File: src/ast_pkg.sv
// Purpose: Shared constants and types of the async serial transmitter
// Assumes: One 100 MHz core clock
// Notes: Counter and buffer reset values, line levels and prescale counts live here; flag resets stay in the modules
package ast_pkg;
   localparam int DATA_W = 8;
   localparam int CHAR_W = 9;
   localparam int DIV_W = 8;
   localparam int CNT_W = 4;
   // Bit-time prescale: core clocks per divisor step
   localparam logic [CNT_W-1:0] PRESCALE_LOW_LAST = 4'hF;
   localparam logic [CNT_W-1:0] PRESCALE_HIGH_LAST = 4'h3;
   // Idle preload makes up for the registered tick's extra cycle
   localparam logic [CNT_W-1:0] PRESCALE_PRELOAD = 4'h1;
   localparam logic [CNT_W-1:0] LAST_BIT_EIGHT = 4'h7;
   localparam logic [CNT_W-1:0] LAST_BIT_NINE = 4'h8;
   localparam logic [CNT_W-1:0] CNT_RESET = 4'h0;
   localparam logic [DIV_W-1:0] DIV_RESET = 8'h00;
   localparam logic [CHAR_W-1:0] CHAR_RESET = 9'h000;
   localparam logic LINE_IDLE = 1'b1;
   localparam logic LINE_START = 1'b0;
   // Gray codes along idle, start, data, stop
   typedef enum logic [1:0] {
      AST_IDLE = 2'h0,
      AST_START = 2'h1,
      AST_DATA = 2'h3,
      AST_STOP = 2'h2
   } ast_state_t;
endpackage

File: src/ast_baud_if.sv
// Purpose: Carries baud settings out and bit ticks back
// Assumes: Single clock domain
// Notes: gen drives the tick, user drives the settings
`timescale 1ns/1ps
`default_nettype none
interface ast_baud_if;
   logic run;
   logic high_speed;
   logic [ast_pkg::DIV_W-1:0] divisor;
   logic bit_tick;
   modport gen (input run, input high_speed, input divisor, output bit_tick);
   modport user (output run, output high_speed, output divisor,
      input bit_tick);
endinterface
`default_nettype wire

File: src/ast_baud_gen.sv
// Purpose: Bit-time enable pulse from the baud divisor
// Assumes: Divisor steady while a frame runs
// Notes: Counters preload whenever run is low, so a frame's first
//        bit lasts a full bit time despite the registered tick
`timescale 1ns/1ps
`default_nettype none
module ast_baud_gen (
   input wire logic clk,
   input wire logic rst,
   ast_baud_if.gen baud
);
   logic [ast_pkg::CNT_W-1:0] pre;
   logic [ast_pkg::DIV_W-1:0] div_cnt;
   logic tick;
   logic [ast_pkg::CNT_W-1:0] next_pre;
   logic [ast_pkg::DIV_W-1:0] next_div_cnt;
   logic next_tick;
   logic [ast_pkg::CNT_W-1:0] pre_last;

   always_comb begin
      pre_last = baud.high_speed ? ast_pkg::PRESCALE_HIGH_LAST
                                 : ast_pkg::PRESCALE_LOW_LAST;
      next_pre = pre + 4'h1;
      next_div_cnt = div_cnt;
      next_tick = 1'b0;
      if (!baud.run) begin
         next_pre = ast_pkg::PRESCALE_PRELOAD;
         next_div_cnt = ast_pkg::DIV_RESET;
      end else if (pre == pre_last) begin
         next_pre = ast_pkg::CNT_RESET;
         if (div_cnt == baud.divisor) begin
            next_div_cnt = ast_pkg::DIV_RESET;
            next_tick = 1'b1;
         end else begin
            next_div_cnt = div_cnt + 8'h01;
         end
      end
   end

   always_ff @(posedge clk) begin
      if (rst) begin
         pre <= ast_pkg::CNT_RESET;
         div_cnt <= ast_pkg::DIV_RESET;
         tick <= 1'b0;
      end else begin
         pre <= next_pre;
         div_cnt <= next_div_cnt;
         tick <= next_tick;
      end
   end

   assign baud.bit_tick = tick;
endmodule
`default_nettype wire

File: src/ast_tx.sv
// Purpose: Async serial transmitter with holding buffer and shifter
// Assumes: Inputs synchronous to I_CORE_CLK; software follows setup
// Notes: Writes while the port is not active are ignored
//
// What this block does
// [RQ1] Shift-empty flag set when shifter idle, cleared on buffer transfer.
// [RQ2] Shift-empty flag stays clear until stop bit fully shifted out.
// [RQ3] Shift-empty flag is a read-only status output, no interrupt path.
// [RQ4] Shift register is internal; software sees only the holding buffer.
// [RQ5] Nine-bit enable sends nine data bits per character instead of eight.
// [RQ6] Ninth-bit field goes out as the last, most significant data bit.
// [RQ7] Software writes the ninth bit before writing the low eight bits.
// [RQ8] Buffer write captures all nine bits at once; no later sampling.
// [RQ9] Software sets divisor and high-speed select before transmitting.
// [RQ10] Software clears sync select and sets port enable for async use.
// [RQ11] Ninth bit is sent unchanged; receivers may treat it as address.
// [RQ12] Setting transmit enable sets the buffer-free flag.
// [RQ13] Interrupt request when flag, enable and both gates are set.
// [RQ14] Buffer write while enabled starts transmission of the character.
// [RQ15] Frame: low start, data LSB first, high stop; line high idle.
// [RQ16] Buffer-free flag set while buffer empty, cleared by a write.
`timescale 1ns/1ps
`default_nettype none
module ast_tx (
   input wire logic I_CORE_CLK,
   input wire logic I_RST,
   input wire logic I_SERIAL_PORT_ENABLE,
   input wire logic I_SYNC_MODE_SELECT,
   input wire logic I_TRANSMIT_ENABLE,
   input wire logic I_NINE_BIT_TX_ENABLE,
   input wire logic I_TX_NINTH_BIT,
   input wire logic [7:0] I_BAUD_DIVISOR,
   input wire logic I_BAUD_HIGH_SPEED,
   input wire logic I_TX_HOLDING_BUFFER_WR,
   input wire logic [7:0] I_TX_HOLDING_BUFFER_DATA,
   input wire logic I_TX_IRQ_ENABLE,
   input wire logic I_GLOBAL_IRQ_GATE,
   input wire logic I_PERIPHERAL_IRQ_GATE,
   output logic O_TX_LINE,
   output logic O_SHIFT_EMPTY_FLAG,
   output logic O_TX_BUFFER_FREE_FLAG,
   output logic O_TX_IRQ
);
   ////////////////////////////////////////////////////////////////////
   // Baud generator
   ast_baud_if baud ();
   ast_baud_gen u_baud (
      .clk(I_CORE_CLK),
      .rst(I_RST),
      .baud(baud)
   );

   ////////////////////////////////////////////////////////////////////
   // State
   ast_pkg::ast_state_t state;
   ast_pkg::ast_state_t next_state;
   logic hold_full;
   logic next_hold_full;
   logic [ast_pkg::CHAR_W-1:0] hold_data;
   logic [ast_pkg::CHAR_W-1:0] next_hold_data;
   logic [ast_pkg::CHAR_W-1:0] shifter;
   logic [ast_pkg::CHAR_W-1:0] next_shifter;
   logic [ast_pkg::CNT_W-1:0] bit_cnt;
   logic [ast_pkg::CNT_W-1:0] next_bit_cnt;
   logic nine_mode;
   logic next_nine_mode;
   logic next_line;
   logic next_empty;
   logic next_free;
   logic next_irq;
   logic active;
   logic wr_ok;
   logic load;
   logic tick;

   assign active = I_SERIAL_PORT_ENABLE && !I_SYNC_MODE_SELECT
                   && I_TRANSMIT_ENABLE;
   assign wr_ok = I_TX_HOLDING_BUFFER_WR && active;
   assign tick = baud.bit_tick;
   assign baud.run = (state != ast_pkg::AST_IDLE);
   assign baud.high_speed = I_BAUD_HIGH_SPEED;
   assign baud.divisor = I_BAUD_DIVISOR;

   // Transfer from buffer when the shifter is free or just finished
   assign load = active && hold_full && ((state == ast_pkg::AST_IDLE)
      || (state == ast_pkg::AST_STOP && tick)); // [RQ1]

   ////////////////////////////////////////////////////////////////////
   // Holding buffer
   always_comb begin
      next_hold_full = hold_full;
      next_hold_data = hold_data;
      if (!active) begin
         next_hold_full = 1'b0;
      end else begin
         if (load) begin
            next_hold_full = 1'b0;
         end
         // A write in the transfer cycle refills the buffer
         if (wr_ok) begin
            next_hold_full = 1'b1; // [RQ14] [RQ16]
            next_hold_data = {I_TX_NINTH_BIT,
                              I_TX_HOLDING_BUFFER_DATA}; // [RQ8]
         end
      end
   end

   ////////////////////////////////////////////////////////////////////
   // Shifter; not reachable by software, only the buffer is  [RQ4]
   always_comb begin
      next_state = state;
      next_shifter = shifter;
      next_bit_cnt = bit_cnt;
      next_nine_mode = nine_mode;
      if (!active) begin
         next_state = ast_pkg::AST_IDLE;
      end else if (load) begin
         next_state = ast_pkg::AST_START;
         next_shifter = hold_data; // [RQ8]
         next_nine_mode = I_NINE_BIT_TX_ENABLE; // [RQ5]
         next_bit_cnt = ast_pkg::CNT_RESET;
      end else if (tick) begin
         unique case (state)
            ast_pkg::AST_IDLE: begin
               next_state = ast_pkg::AST_IDLE;
            end
            ast_pkg::AST_START: begin
               next_state = ast_pkg::AST_DATA;
            end
            ast_pkg::AST_DATA: begin
               // Ninth bit sits last, after the eight buffer bits
               next_shifter = {1'b0, shifter[ast_pkg::CHAR_W-1:1]}; // [RQ6]
               if (bit_cnt == (nine_mode ? ast_pkg::LAST_BIT_NINE
                                         : ast_pkg::LAST_BIT_EIGHT)) begin
                  next_state = ast_pkg::AST_STOP; // [RQ5]
               end else begin
                  next_bit_cnt = bit_cnt + 4'h1;
               end
            end
            ast_pkg::AST_STOP: begin
               next_state = ast_pkg::AST_IDLE; // [RQ2]
            end
         endcase
      end
   end

   ////////////////////////////////////////////////////////////////////
   // Line and flags, registered from next values
   always_comb begin
      unique case (next_state)
         ast_pkg::AST_IDLE: next_line = ast_pkg::LINE_IDLE; // [RQ15]
         ast_pkg::AST_START: next_line = ast_pkg::LINE_START; // [RQ15]
         ast_pkg::AST_DATA: next_line = next_shifter[0]; // [RQ15] [RQ11]
         ast_pkg::AST_STOP: next_line = ast_pkg::LINE_IDLE; // [RQ15]
      endcase
      // Status only: the empty flag below never feeds the interrupt  [RQ3]
      next_empty = (next_state == ast_pkg::AST_IDLE); // [RQ1] [RQ2]
      // Free while enabled and empty; enabling sets it  [RQ12] [RQ16]
      next_free = active && !next_hold_full;
      next_irq = next_free && I_TX_IRQ_ENABLE && I_GLOBAL_IRQ_GATE
                 && I_PERIPHERAL_IRQ_GATE; // [RQ13]
   end

   always_ff @(posedge I_CORE_CLK) begin
      if (I_RST) begin
         state <= ast_pkg::AST_IDLE;
         hold_full <= 1'b0;
         hold_data <= ast_pkg::CHAR_RESET;
         shifter <= ast_pkg::CHAR_RESET;
         bit_cnt <= ast_pkg::CNT_RESET;
         nine_mode <= 1'b0;
         O_TX_LINE <= ast_pkg::LINE_IDLE;
         O_SHIFT_EMPTY_FLAG <= 1'b1;
         O_TX_BUFFER_FREE_FLAG <= 1'b0;
         O_TX_IRQ <= 1'b0;
      end else begin
         state <= next_state;
         hold_full <= next_hold_full;
         hold_data <= next_hold_data;
         shifter <= next_shifter;
         bit_cnt <= next_bit_cnt;
         nine_mode <= next_nine_mode;
         O_TX_LINE <= next_line;
         O_SHIFT_EMPTY_FLAG <= next_empty;
         O_TX_BUFFER_FREE_FLAG <= next_free;
         O_TX_IRQ <= next_irq;
      end
   end
endmodule
`default_nettype wire

File: config.mk
export PLATFORM = sky130hd
export DESIGN_NAME = ast_tx
export DESIGN_NICKNAME = d
export VERILOG_FILES = /design/src/ast_pkg.sv /design/src/ast_baud_if.sv /design/src/ast_baud_gen.sv /design/src/ast_tx.sv
export SDC_FILE = /design/constraint.sdc
export NUM_CORES = 1
export LEC_CHECK = 0
export ABC_CLOCK_PERIOD_IN_PS = 1420
export BUFFER_PORTS_ARGS = -buffer_cell sky130_fd_sc_hd__buf_2
export CAP_MARGIN = 20
export CORE_MARGIN = 2
export CORE_UTILIZATION = 40
export DETAILED_ROUTE_END_ITERATION = 7
export GPL_TIMING_DRIVEN = 0
export MAX_ROUTING_LAYER = met4
export PLACE_DENSITY = 0.58
export SYNTH_ARGS = -nofsm -noshare
export SYNTH_HDL_FRONTEND = slang
export SYNTH_SLANG_ARGS = --single-unit
File: constraint.sdc
create_clock -name I_CORE_CLK -period 1.42 [get_ports I_CORE_CLK]
set_input_delay 0.284 -clock I_CORE_CLK [delete_from_list [all_inputs] [get_ports I_CORE_CLK]]
set_output_delay 0.284 -clock I_CORE_CLK [all_outputs]
set_load 0.02 [all_outputs]
; ---- Word-level counts from Yosys, hierarchy flattened
; Index checks and enable logic that the tools add are counted.
[classes]
mux = 23
addsub = 3
reduce_logical = 27
eq_ne = 10
bitwise_logic = 2
[ops]
columns = operator, count
row1 = $mux 9, 3
row2 = $mux 4, 6
row3 = $logic_and 1x1->1, 10
row4 = $add 4x1->4 const B, 2
row5 = $add 8x1->8 const B, 1
row6 = $eq 2x2->1 const B, 4
row7 = $eq 4x4->1, 2
row8 = $eq 8x8->1, 1
row9 = $mux 2, 4
row10 = $mux 8, 1
row11 = $mux 1, 7
row12 = $pmux 2 s3, 1
row13 = $reduce_bool 2->1, 3
row14 = $reduce_or 2->1, 3
row15 = $reduce_or 3->1, 2
row16 = $eq 2x1->1 const B, 2
row17 = $logic_not 2->1, 2
row18 = $reduce_and 2->1, 2
row19 = $reduce_and 4->1, 1
row20 = $pmux 1 s3, 1
row21 = $reduce_and 3->1, 1
row22 = $logic_not 1->1, 2
row23 = $ne 2x2->1 const B, 1
row24 = $not 1->1, 2
row25 = $logic_or 1x1->1, 1
[word_totals]
regBits = 43
wordCells = 80
output_inout_bits = 4
input_bits = 28

; ---- Longest topological paths before layout
; Gate-level depths: netlist of run 1.
[logic_depth]
word_depth = 13
ltp_mapped = 5
ltp_nobuf = 4

; ---- Modules after synthesis
; A second synthesis of run 1 with hierarchy kept.
[hier_totals]
cells_unflattened = 211
hier_area_um2 = 1975.6
[modules_own_cells]
columns = module, area_per_inst_um2, n_inst, seq_area_each_um2, cells_each
row1 = ast_tx, 1285.0, 1, 600.6, 140
row2 = ast_baud_gen, 690.7, 1, 260.2, 71

; ---- Worst setup path before layout of run 1
; OpenSTA, ideal clock, no wires.
[synth_path]
path_type = register to register
from = register u_baud.pre[2] in the netlist's numbering
to = register u_baud.div_cnt[6] in the netlist's numbering
period_less_slack_ns = 1.488
required_ns = 1.354
arrival_time_ns = 1.421
n_path_buf = 1
setup_slack_ns = -0.068
setup_ns = 0.066
path_stages_with_launch = 6
path_cell_list = dfxtp_1 > and3b_1 > buf_6 > o21ai_4 > or4_4 > a21oi_2
[synth_between]
elab_chain_cells = 1
[synth_rtl]
columns = element, line
row1 = start: declaration, ast_baud_gen.sv:12  ; logic [ast_pkg::CNT_W-1:0] pre;
row2 = start signal: assignment, ast_baud_gen.sv:42  ; pre <= ast_pkg::CNT_RESET;
row3 = start signal: assignment, ast_baud_gen.sv:46  ; pre <= next_pre;
row4 = $eq 4x4->1, ast_baud_gen.sv:29  ; end else if (pre == pre_last) begin
row5 = end signal: assignment, ast_baud_gen.sv:43  ; div_cnt <= ast_pkg::DIV_RESET;
row6 = end signal: assignment, ast_baud_gen.sv:47  ; div_cnt <= next_div_cnt;
row7 = end: declaration, ast_baud_gen.sv:13  ; logic [ast_pkg::DIV_W-1:0] div_cnt;
; No other way between the ends.
; A chain may end at the register's enable or synchronous reset.

; ---- Worst setup path in the final report of run 1
; Same ends and word-level chain as after synthesis.

==> results of run 1 <==
[worst max-delay path, cell delays in order (launching register included)]
cell,delay (ns)
dfxtp_4,0.38
and3b_1,0.17
buf_6,0.12
o21ai_4,0.09
or4_4,0.49
a21oi_2,0.12
[per-layer routing]
| metal | vias up | wire (µm) |
|---|---|---|
| met1 | 750 | 1950 |
| met2 | 23 | 1770 |
| met4 | 0 | 57 |
| li1 | 872 | - |
| met3 | 6 | 113 |
| met5 | - | 0 |
[power by group through the flow]
stage	logic [mW]	registers, mW	clock network [mW]
6_report	0.120	1.21	0.744
3_3_place_gp	0.108	1.25	0
4_1_cts	0.115	1.22	0.774
3_5_place_dp	0.108	1.25	0
2_1_floorplan	0.0531	1.25	0
5_1_grt	0.133	1.21	0.818
[flip-flops by register name, summed over array words and instances (netlist names)]
signal / flops
u_baud.pre: 4
u_baud.baud.bit_tick: 1
O_TX_IRQ: 1
nine_mode: 1
state: 2
bit_cnt: 4
hold_full: 1
O_SHIFT_EMPTY_FLAG: 1
O_TX_BUFFER_FREE_FLAG: 1
u_baud.div_cnt: 8
hold_data: 9
O_TX_LINE: 1
shifter: 9
[through the flow]
stage          setup slack [ns]  hold WS, ns  TNS, ns
5_1_grt                 -0.0872        0.190   -0.282
2_1_floorplan            0.0112        0.365        0
3_5_place_dp             -0.344        0.456    -5.88
3_3_place_gp             -0.336        0.450    -5.78
6_report                -0.0130        0.196  -0.0130
4_1_cts                 -0.0416        0.188  -0.0416
[cells by family after synthesis]
logic type | count (synthesis) | synth area share [%]
buffers and inverters | 17 | 3.79
adders and majority gates | 3 | 1.96
xor gates and xnor gates | 14 | 6.41
DFF | 43 | 45.0
and+or+nand+nor | 77 | 21.1
AOI/OAI and AO/OA | 58 | 21.3
muxes | 1 | 0.523
[layout make-up]
class,count,area share (%)
plain buffers,7,1.99
inverters,10,1.53
clock inverters,2,0.511
flip-flops and latches,43,36.1
well taps,54,2.76
clock buffers,6,2.96
repair buffers,42,9.86
multi-input cells,154,44.3
[repair_timing]
item                                    4_1_cts  5_1_grt
setup buffers                                 7        4
gates cloned                                  1        0
pin swaps                                     7        4
endpoints found under the setup margin       20       22
gates resized for setup                      15       20
hold buffers                                  0        0
[placed cells by master (no fill, tap or decap), types with 2 or more instances in the layout]
cell type / n
dfxtp_1: 33
o21a_1: 2
buf_4: 10
o22ai_4: 2
or2_2: 2
or4_1: 2
dfxtp_2: 6
dfxtp_4: 4
nand2_1: 27
nand4_1: 3
and3b_1: 2
nand2b_1: 2
buf_2: 32
nand3b_1: 2
o21ai_0: 5
o22ai_1: 7
nand3_1: 4
a221oi_1: 6
buf_6: 2
a21oi_1: 19
inv_1: 10
clkbuf_8: 6
or3_4: 2
a21oi_2: 2
and4_1: 2
or3_1: 2
o31ai_1: 3
o211ai_1: 3
xnor2_1: 10
clkbuf_1: 4
ha_1: 3
xor2_1: 4
nor2_1: 14
[how the worst max path moves through the flow]
| stage | depth (start not counted) | endpoint | slack, ns | start |
|---|---|---|---|---|
| final | 5 | u_baud.div_cnt[6] | -0.01 | u_baud.pre[2] |
| after global routing | 5 | u_baud.div_cnt[6] | -0.09 | u_baud.pre[2] |
| after CTS | 5 | u_baud.div_cnt[6] | -0.04 | u_baud.pre[2] |
| after detailed placement | 5 | shifter[3] | -0.34 | I_SYNC_MODE_SELECT |
| after global placement | 5 | shifter[4] | -0.34 | I_SYNC_MODE_SELECT |
| after floorplan | 4 | u_baud.div_cnt[6] | 0.01 | u_baud.pre[3] |
==> metrics.md, run 1 <==
| Metric | Value |
|---|---|
| Outcome | `finished with violations` |
| Violated checks | `setup timing` |
| CTS tree | `done` |
| Global route overflow | `0` |
| GR Layer Usage met1 | `between 20% and 30%` |
| Via count of the first global-routing pass | `1487` |
| Layout Nets | `slightly below 300` |
| Antenna violations before repair | `0` |
| Met2 Use GR | `a little under a quarter` |
| Pin count of the biggest net entering global routing | `14` |
| Slew Limit Fails | `0` |
| # DRC | `0` |
| Initial Util | `41.0%` |
| Sequential cell area | `883 µm²` |
| Yosys top cell area share | `between 40% and 50%` |
| Type of element launching the critical path | `flop` |
| Cells on worst reg2reg path | `5` |
| Final setup violation count | `1` |
| Count of unique library cells instantiated by Yosys | `45` |
| Max Fclk | `between 600 and 700 MHz` |
| Gr busiest metal | `met2` |
| Worst Path Max Fanout | `7` |
| Final Cell Area | `roughly 2400 µm²` |
| H-tree level count | `2` |
| Area contributors post-synth | `dfxtp_1 45%, nand2_1 5.5%, a21oi_1 5.2%` |
| Hold path cells | `2` |
| Sequential element share of the synthesized area | `~45%` |
| WL final | `3890 µm` |
| R2R setup slack | `-0.01 ns` |
| YS warnings | `0` |
| First-pass GRT wire length | `between 6000 and 7000 µm` |
| Filler instances | `between 400 and 500` |
| Count leader, synth | `dfxtp_1` |
| RR Startpoint | `u_baud.pre[2]` |
| HP Class | `primary input to flop` |
| Top FF cell, synth | `dfxtp_1` |
| Tmin final | `around 1.4 ns` |
| Worst hold endpoint | `O_TX_BUFFER_FREE_FLAG` |
| Final Hold Fails | `0` |
| Power Dens Cells | `~850 nW/µm²` |
| Worst-Margin Slew | `roughly 0.50 ns` |
| #FFs+latches synth | `43` |
| Layout Skew | `between 0.006 and 0.007 ns` |
| Crit path kind | `flop to flop` |
| Synth Net Count | `between 200 and 250` |
| Antenna fix cells | `0` |
| CTS buffer count | `5` |
| Fin crit share | `101%` |
| Reg power frac | `around three fifths` |
| Clock network power share | `between 30% and 40%` |
| Dpl cells | `around 300` |
| Hold Startpoint | `I_TX_HOLDING_BUFFER_WR` |
| Area of the multi-input gates | `1080 µm²` |
| Post-DP HPWL | `between 2000 and 3000 µm` |
| Clock root buffer | `clkbuf_8` |
| First DRT Iteration DRCs | `just under 80` |
| Finished Core Util | `52.5%` |
| Die width | `73.2 µm` |
| Clk slew on worst S/H paths | `~0.080 ns` |
| RSZ-0062 raised after global routing | `yes` |
| GR Util All Layers | `approximately 16%` |
| Cells after synthesis | `213` |
| DRT antenna net count | `0` |
| Row count | `25` |
| Switching power | `around 460 µW` |
| Leakage | `between 0.8 and 0.9 nW` |
| Worst endpoint data arrival time | `~1.7 ns` |
| Dpl cell area | `around 2100 µm²` |
| Crit end category | `flop` |
| Synthesized cell area | `roughly 1900 µm²` |
| Max Cap Viol | `0` |
| Wire length per cell | `12.2 µm` |
| I/O Buffers | `31` |
| Mean Syn Cell Area | `8.98 µm²` |
| Top post-synthesis cells by count | `43 x dfxtp_1, 28 x nand2_1, 20 x a21oi_1` |
| Req. time, crit path | `about 1.7 ns` |
| P&R area growth vs syn | `28.0%` |
| Total iterations of the first detailed-routing run | `4` |
| Worst slew margin | `approximately 66%` |
| Ports | `32` |
| Clock Sinks | `43` |
| PnR worst setup slack | `-0.0130 ns` |
| Die area | `5350 µm²` |
| Met3 usage | `4.14%` |
| Die height | `around 73 µm` |
| Synth area leader | `dfxtp_1` |
| EDFF count, synth | `0` |
| Layout cell share with drive strength beyond 1 | `between 30 and 40%` |
| Comb pwr share | `approximately 5.8%` |
| Core Box Area | `between 4000 and 5000 µm²` |
| P_int | `1.61 mW` |
| Latest clock arrival within the worst-skew pair | `just under 0.3 ns` |
| Finished Layout Cells | `roughly 320` |
| Critical register-to-register path endpoint | `u_baud.div_cnt[6]` |
| Overall power | `just over 2 mW` |
| Asr flop ratio synth | `0%` |
| Switching Share | `approximately 22%` |
| Via count | `around 1.7k` |
| Worst VDD drop | `approximately 480 µV` |
| Gp weighted congestion | `around 0.76` |
| Clock Tree Buf Depth | `2` |
| Via/cell ratio | `just over 5` |
Power figures use the tool's default switching activity.
==> run 2: changes to the inputs <==
--- a/config.mk
+++ b/config.mk
@@ -16,4 +16,5 @@
 export PLACE_DENSITY = 0.58
 export SYNTH_ARGS = -nofsm -noshare
 export SYNTH_HDL_FRONTEND = slang
+export SYNTH_HIERARCHICAL = 1
 export SYNTH_SLANG_ARGS = --single-unit
==> run 2 against run 1 <==
Net effect: cell count up 1.6%; clock skew is 0.0015 ns higher; largest cell class unchanged; worst setup slack better by 0.028 ns; sequential power is essentially flat; the run now ends clean; die area increased by 3.1%; first-iteration DRC count is 33% lower.
==> metrics.md, run 2 <==
| Metric | Value |
|---|---|
| Outcome | `completed` |
| Latest clock arrival within the worst-skew pair | `around 0.29 ns` |
| Overall power | `2.08 mW` |
| Clock root buffer | `clkbuf_8` |
| Total iterations of the first detailed-routing run | `4` |
| Type of element launching the critical path | `flop` |
| I/O Buffers | `31` |
| HP Class | `primary input to flop` |
| Synth Net Count | `about 240` |
| DRT antenna net count | `0` |
| Crit end category | `flop` |
| Final Cell Area | `between 2000 and 2500 µm²` |
| Leakage | `between 0.8 and 0.9 nW` |
| Tmin final | `~1.4 ns` |
| WP buf/inv | `0` |
| Crit. Startpoint | `u_baud/pre[0]` |
| Final setup violation count | `0` |
| H-tree level count | `2` |
| Synthesized cell area | `around 2000 µm²` |
| Area contributors post-synth | `dfxtp_1 44%, a21oi_1 5.6%, nand2_1 4.9%` |
| YS warnings | `6` |
| Post-CTS Hold Buffers | `0` |
| Most frequent cells in the layout | `32 x buf_2, 29 x dfxtp_1, 26 x nand2_1` |
| Cells after synthesis | `roughly 210` |
| Switching Share | `between 20% and 30%` |
| Setup TNS | `0 ns` |
| Comb pwr share | `6.6%` |
| Dpl cell area | `roughly 2200 µm²` |
| Gp weighted congestion | `approximately 0.76` |
| Finished Core Util | `52.2%` |
| WL final | `approximately 4300 µm` |
| Layout cell share with drive strength beyond 1 | `35.9%` |
| Place WS | `-0.173 ns` |
| Crit path kind | `flop to flop` |
| Clock Tree Buf Depth | `2` |
| Worst endpoint data arrival time | `around 1.6 ns` |
| Initial Util | `41.6%` |
| Clk slew on worst S/H paths | `roughly 0.080 ns` |
| Die height | `around 74 µm` |
| EDFF count, synth | `0` |
| Core Box Area | `about 4800 µm²` |
| Pin count of the biggest net entering global routing | `13` |
| Slew Limit Fails | `0` |
| P_int | `between 1.5 and 2 mW` |
| # DRC | `0` |
| Antenna violations before repair | `0` |
| Critical Path Slowest Stage Cell | `dfxtp_4` |
| RSZ-0062 raised after global routing | `yes` |
| Switching power | `464 µW` |
| Req. time, crit path | `1.64 ns` |
| RR Startpoint | `u_baud/pre[0]` |
| Clock network power share | `roughly a third` |
| Most common cell after layout, fill and taps aside | `buf_2` |
| Antenna fix cells | `0` |
| Die area | `about 5500 µm²` |
| Worst Path Max Fanout | `7` |
| Yosys top cell area share | `43.6%` |
| Top FF cell, synth | `dfxtp_1` |
| #FFs+latches synth | `43` |
| CP peak stage delay | `between 0.3 and 0.4 ns` |
| Via count of the first global-routing pass | `roughly 1.5k` |
| Synth area leader | `dfxtp_1` |
| GR Util All Layers | `between 10% and 20%` |
| First-pass GRT wire length | `~7000 µm` |
| Fin crit share | `roughly 99%` |
| Via count | `around 1.7k` |
| CTS buffer count | `5` |
| Wire length per cell | `13.3 µm` |
| Final Hold Fails | `0` |
| Clock Sinks | `43` |
| Global route overflow | `0` |
| Row count | `25` |
| Max Cap Viol | `0` |
| Post-DP HPWL | `2930 µm` |
| PnR worst setup slack | `between 0.01 and 0.015 ns` |
| Die width | `74.3 µm` |
| Worst VDD drop | `between 500 and 600 µV` |
| Critical-path cell list | `ha_4 > and4_1 > o21ai_2 > or3_1 > a21oi_2` |
| Largest registers | `hold_data x9, shifter x9, u_baud/div_cnt x8` |
| Asr flop ratio synth | `0%` |
| Max Fclk | `712 MHz` |
| Via/cell ratio | `around 5.2` |
| P&R area growth vs syn | `25.5%` |
| CTS tree | `done` |
| Power Dens Cells | `around 840 nW/µm²` |
| Mean Syn Cell Area | `between 9 and 10 µm²` |
| Ports | `32` |
| Crit-path leading delay family | `simple AND/OR/NAND/NOR gates` |
| Worst-Margin Slew | `0.481 ns` |
| Sequential element share of the synthesized area | `a little over two fifths` |
| Reg power frac | `about three fifths` |
| Hold Startpoint | `I_RST` |
| Worst slew margin | `a little under 70%` |
| Layout Skew | `0.00757 ns` |
| Count of unique library cells instantiated by Yosys | `47` |
| Top post-synthesis cells by count | `43 x dfxtp_1, 26 x nand2_1, 22 x a21oi_1` |
| Count leader, synth | `dfxtp_1` |
| First DRT Iteration DRCs | `53` |
| Layout Nets | `between 200 and 300` |
[run 2: worst paths after layout]
kind | end | slack, ns | depth (start not counted)
worst max-delay path | u_baud/div_cnt[6] | 0.01 | 5
worst min-delay path | u_baud/pre[0] | 0.17 | 2
worst max register to register | u_baud/div_cnt[6] | 0.01 | 5
worst min register to register | hold_data[5] | 0.46 | 2
[run 2: area by class of cell]
| class | count | area [µm²] |
|---|---|---|
| fillers | 479 | 2270 |
| multi-input cells | 156 | 1180 |
| flip-flops and latches | 43 | 888 |
| repair buffers | 35 | 189 |
| well taps | 67 | 83.8 |
| clock buffers | 7 | 76.3 |
| inverters | 8 | 30.0 |
| plain buffers | 6 | 28.8 |
| clock inverters | 1 | 5.00 |
[run 2: routing by layer]
metal / global-route usage, % / share of wire, % / vias up
met1: 23.0 / 50 / 774
met2: 24.5 / 45 / 28
met5: - / 0 / -
met4: 5.95 / 1.3 / 0
li1: - / - / 858
met3: 3.66 / 3.3 / 7
[run 2: metrics by stage]
stage	std cells	hold WS (ns)
final	323	0.173
after global routing	323	0.164
after CTS	320	0.161
after detailed placement	309	0.451
after global placement	309	0.450
after floorplan	211	0.351
[run 2: timing repair]
item,4_1_cts,5_1_grt
pin swaps,3,7
cloned,0,2
buffers inserted,3,1
gates resized for setup,9,31
endpoints found under the hold margin,0,0
endpoints found under the setup margin,17,18
[run 2: logic make-up after synthesis]
logic type | synth area share (%)
flip-flops | 43.6
adder cells (fa/ha/maj) | 1.90
AO/OA/AOI/OAI | 22.6
AND/OR/NAND/NOR | 22.9
XOR/XNOR | 6.21
buffers and inverters | 2.79
[run 2: power groups by stage]
stage               clock, mW  combinational, mW  sequential [mW]
floorplan                   0             0.0644             1.25
global placement            0              0.121             1.25
detailed placement          0              0.122             1.25
CTS                     0.771              0.127             1.22
global route            0.824              0.150             1.21
finish                  0.731              0.137             1.21
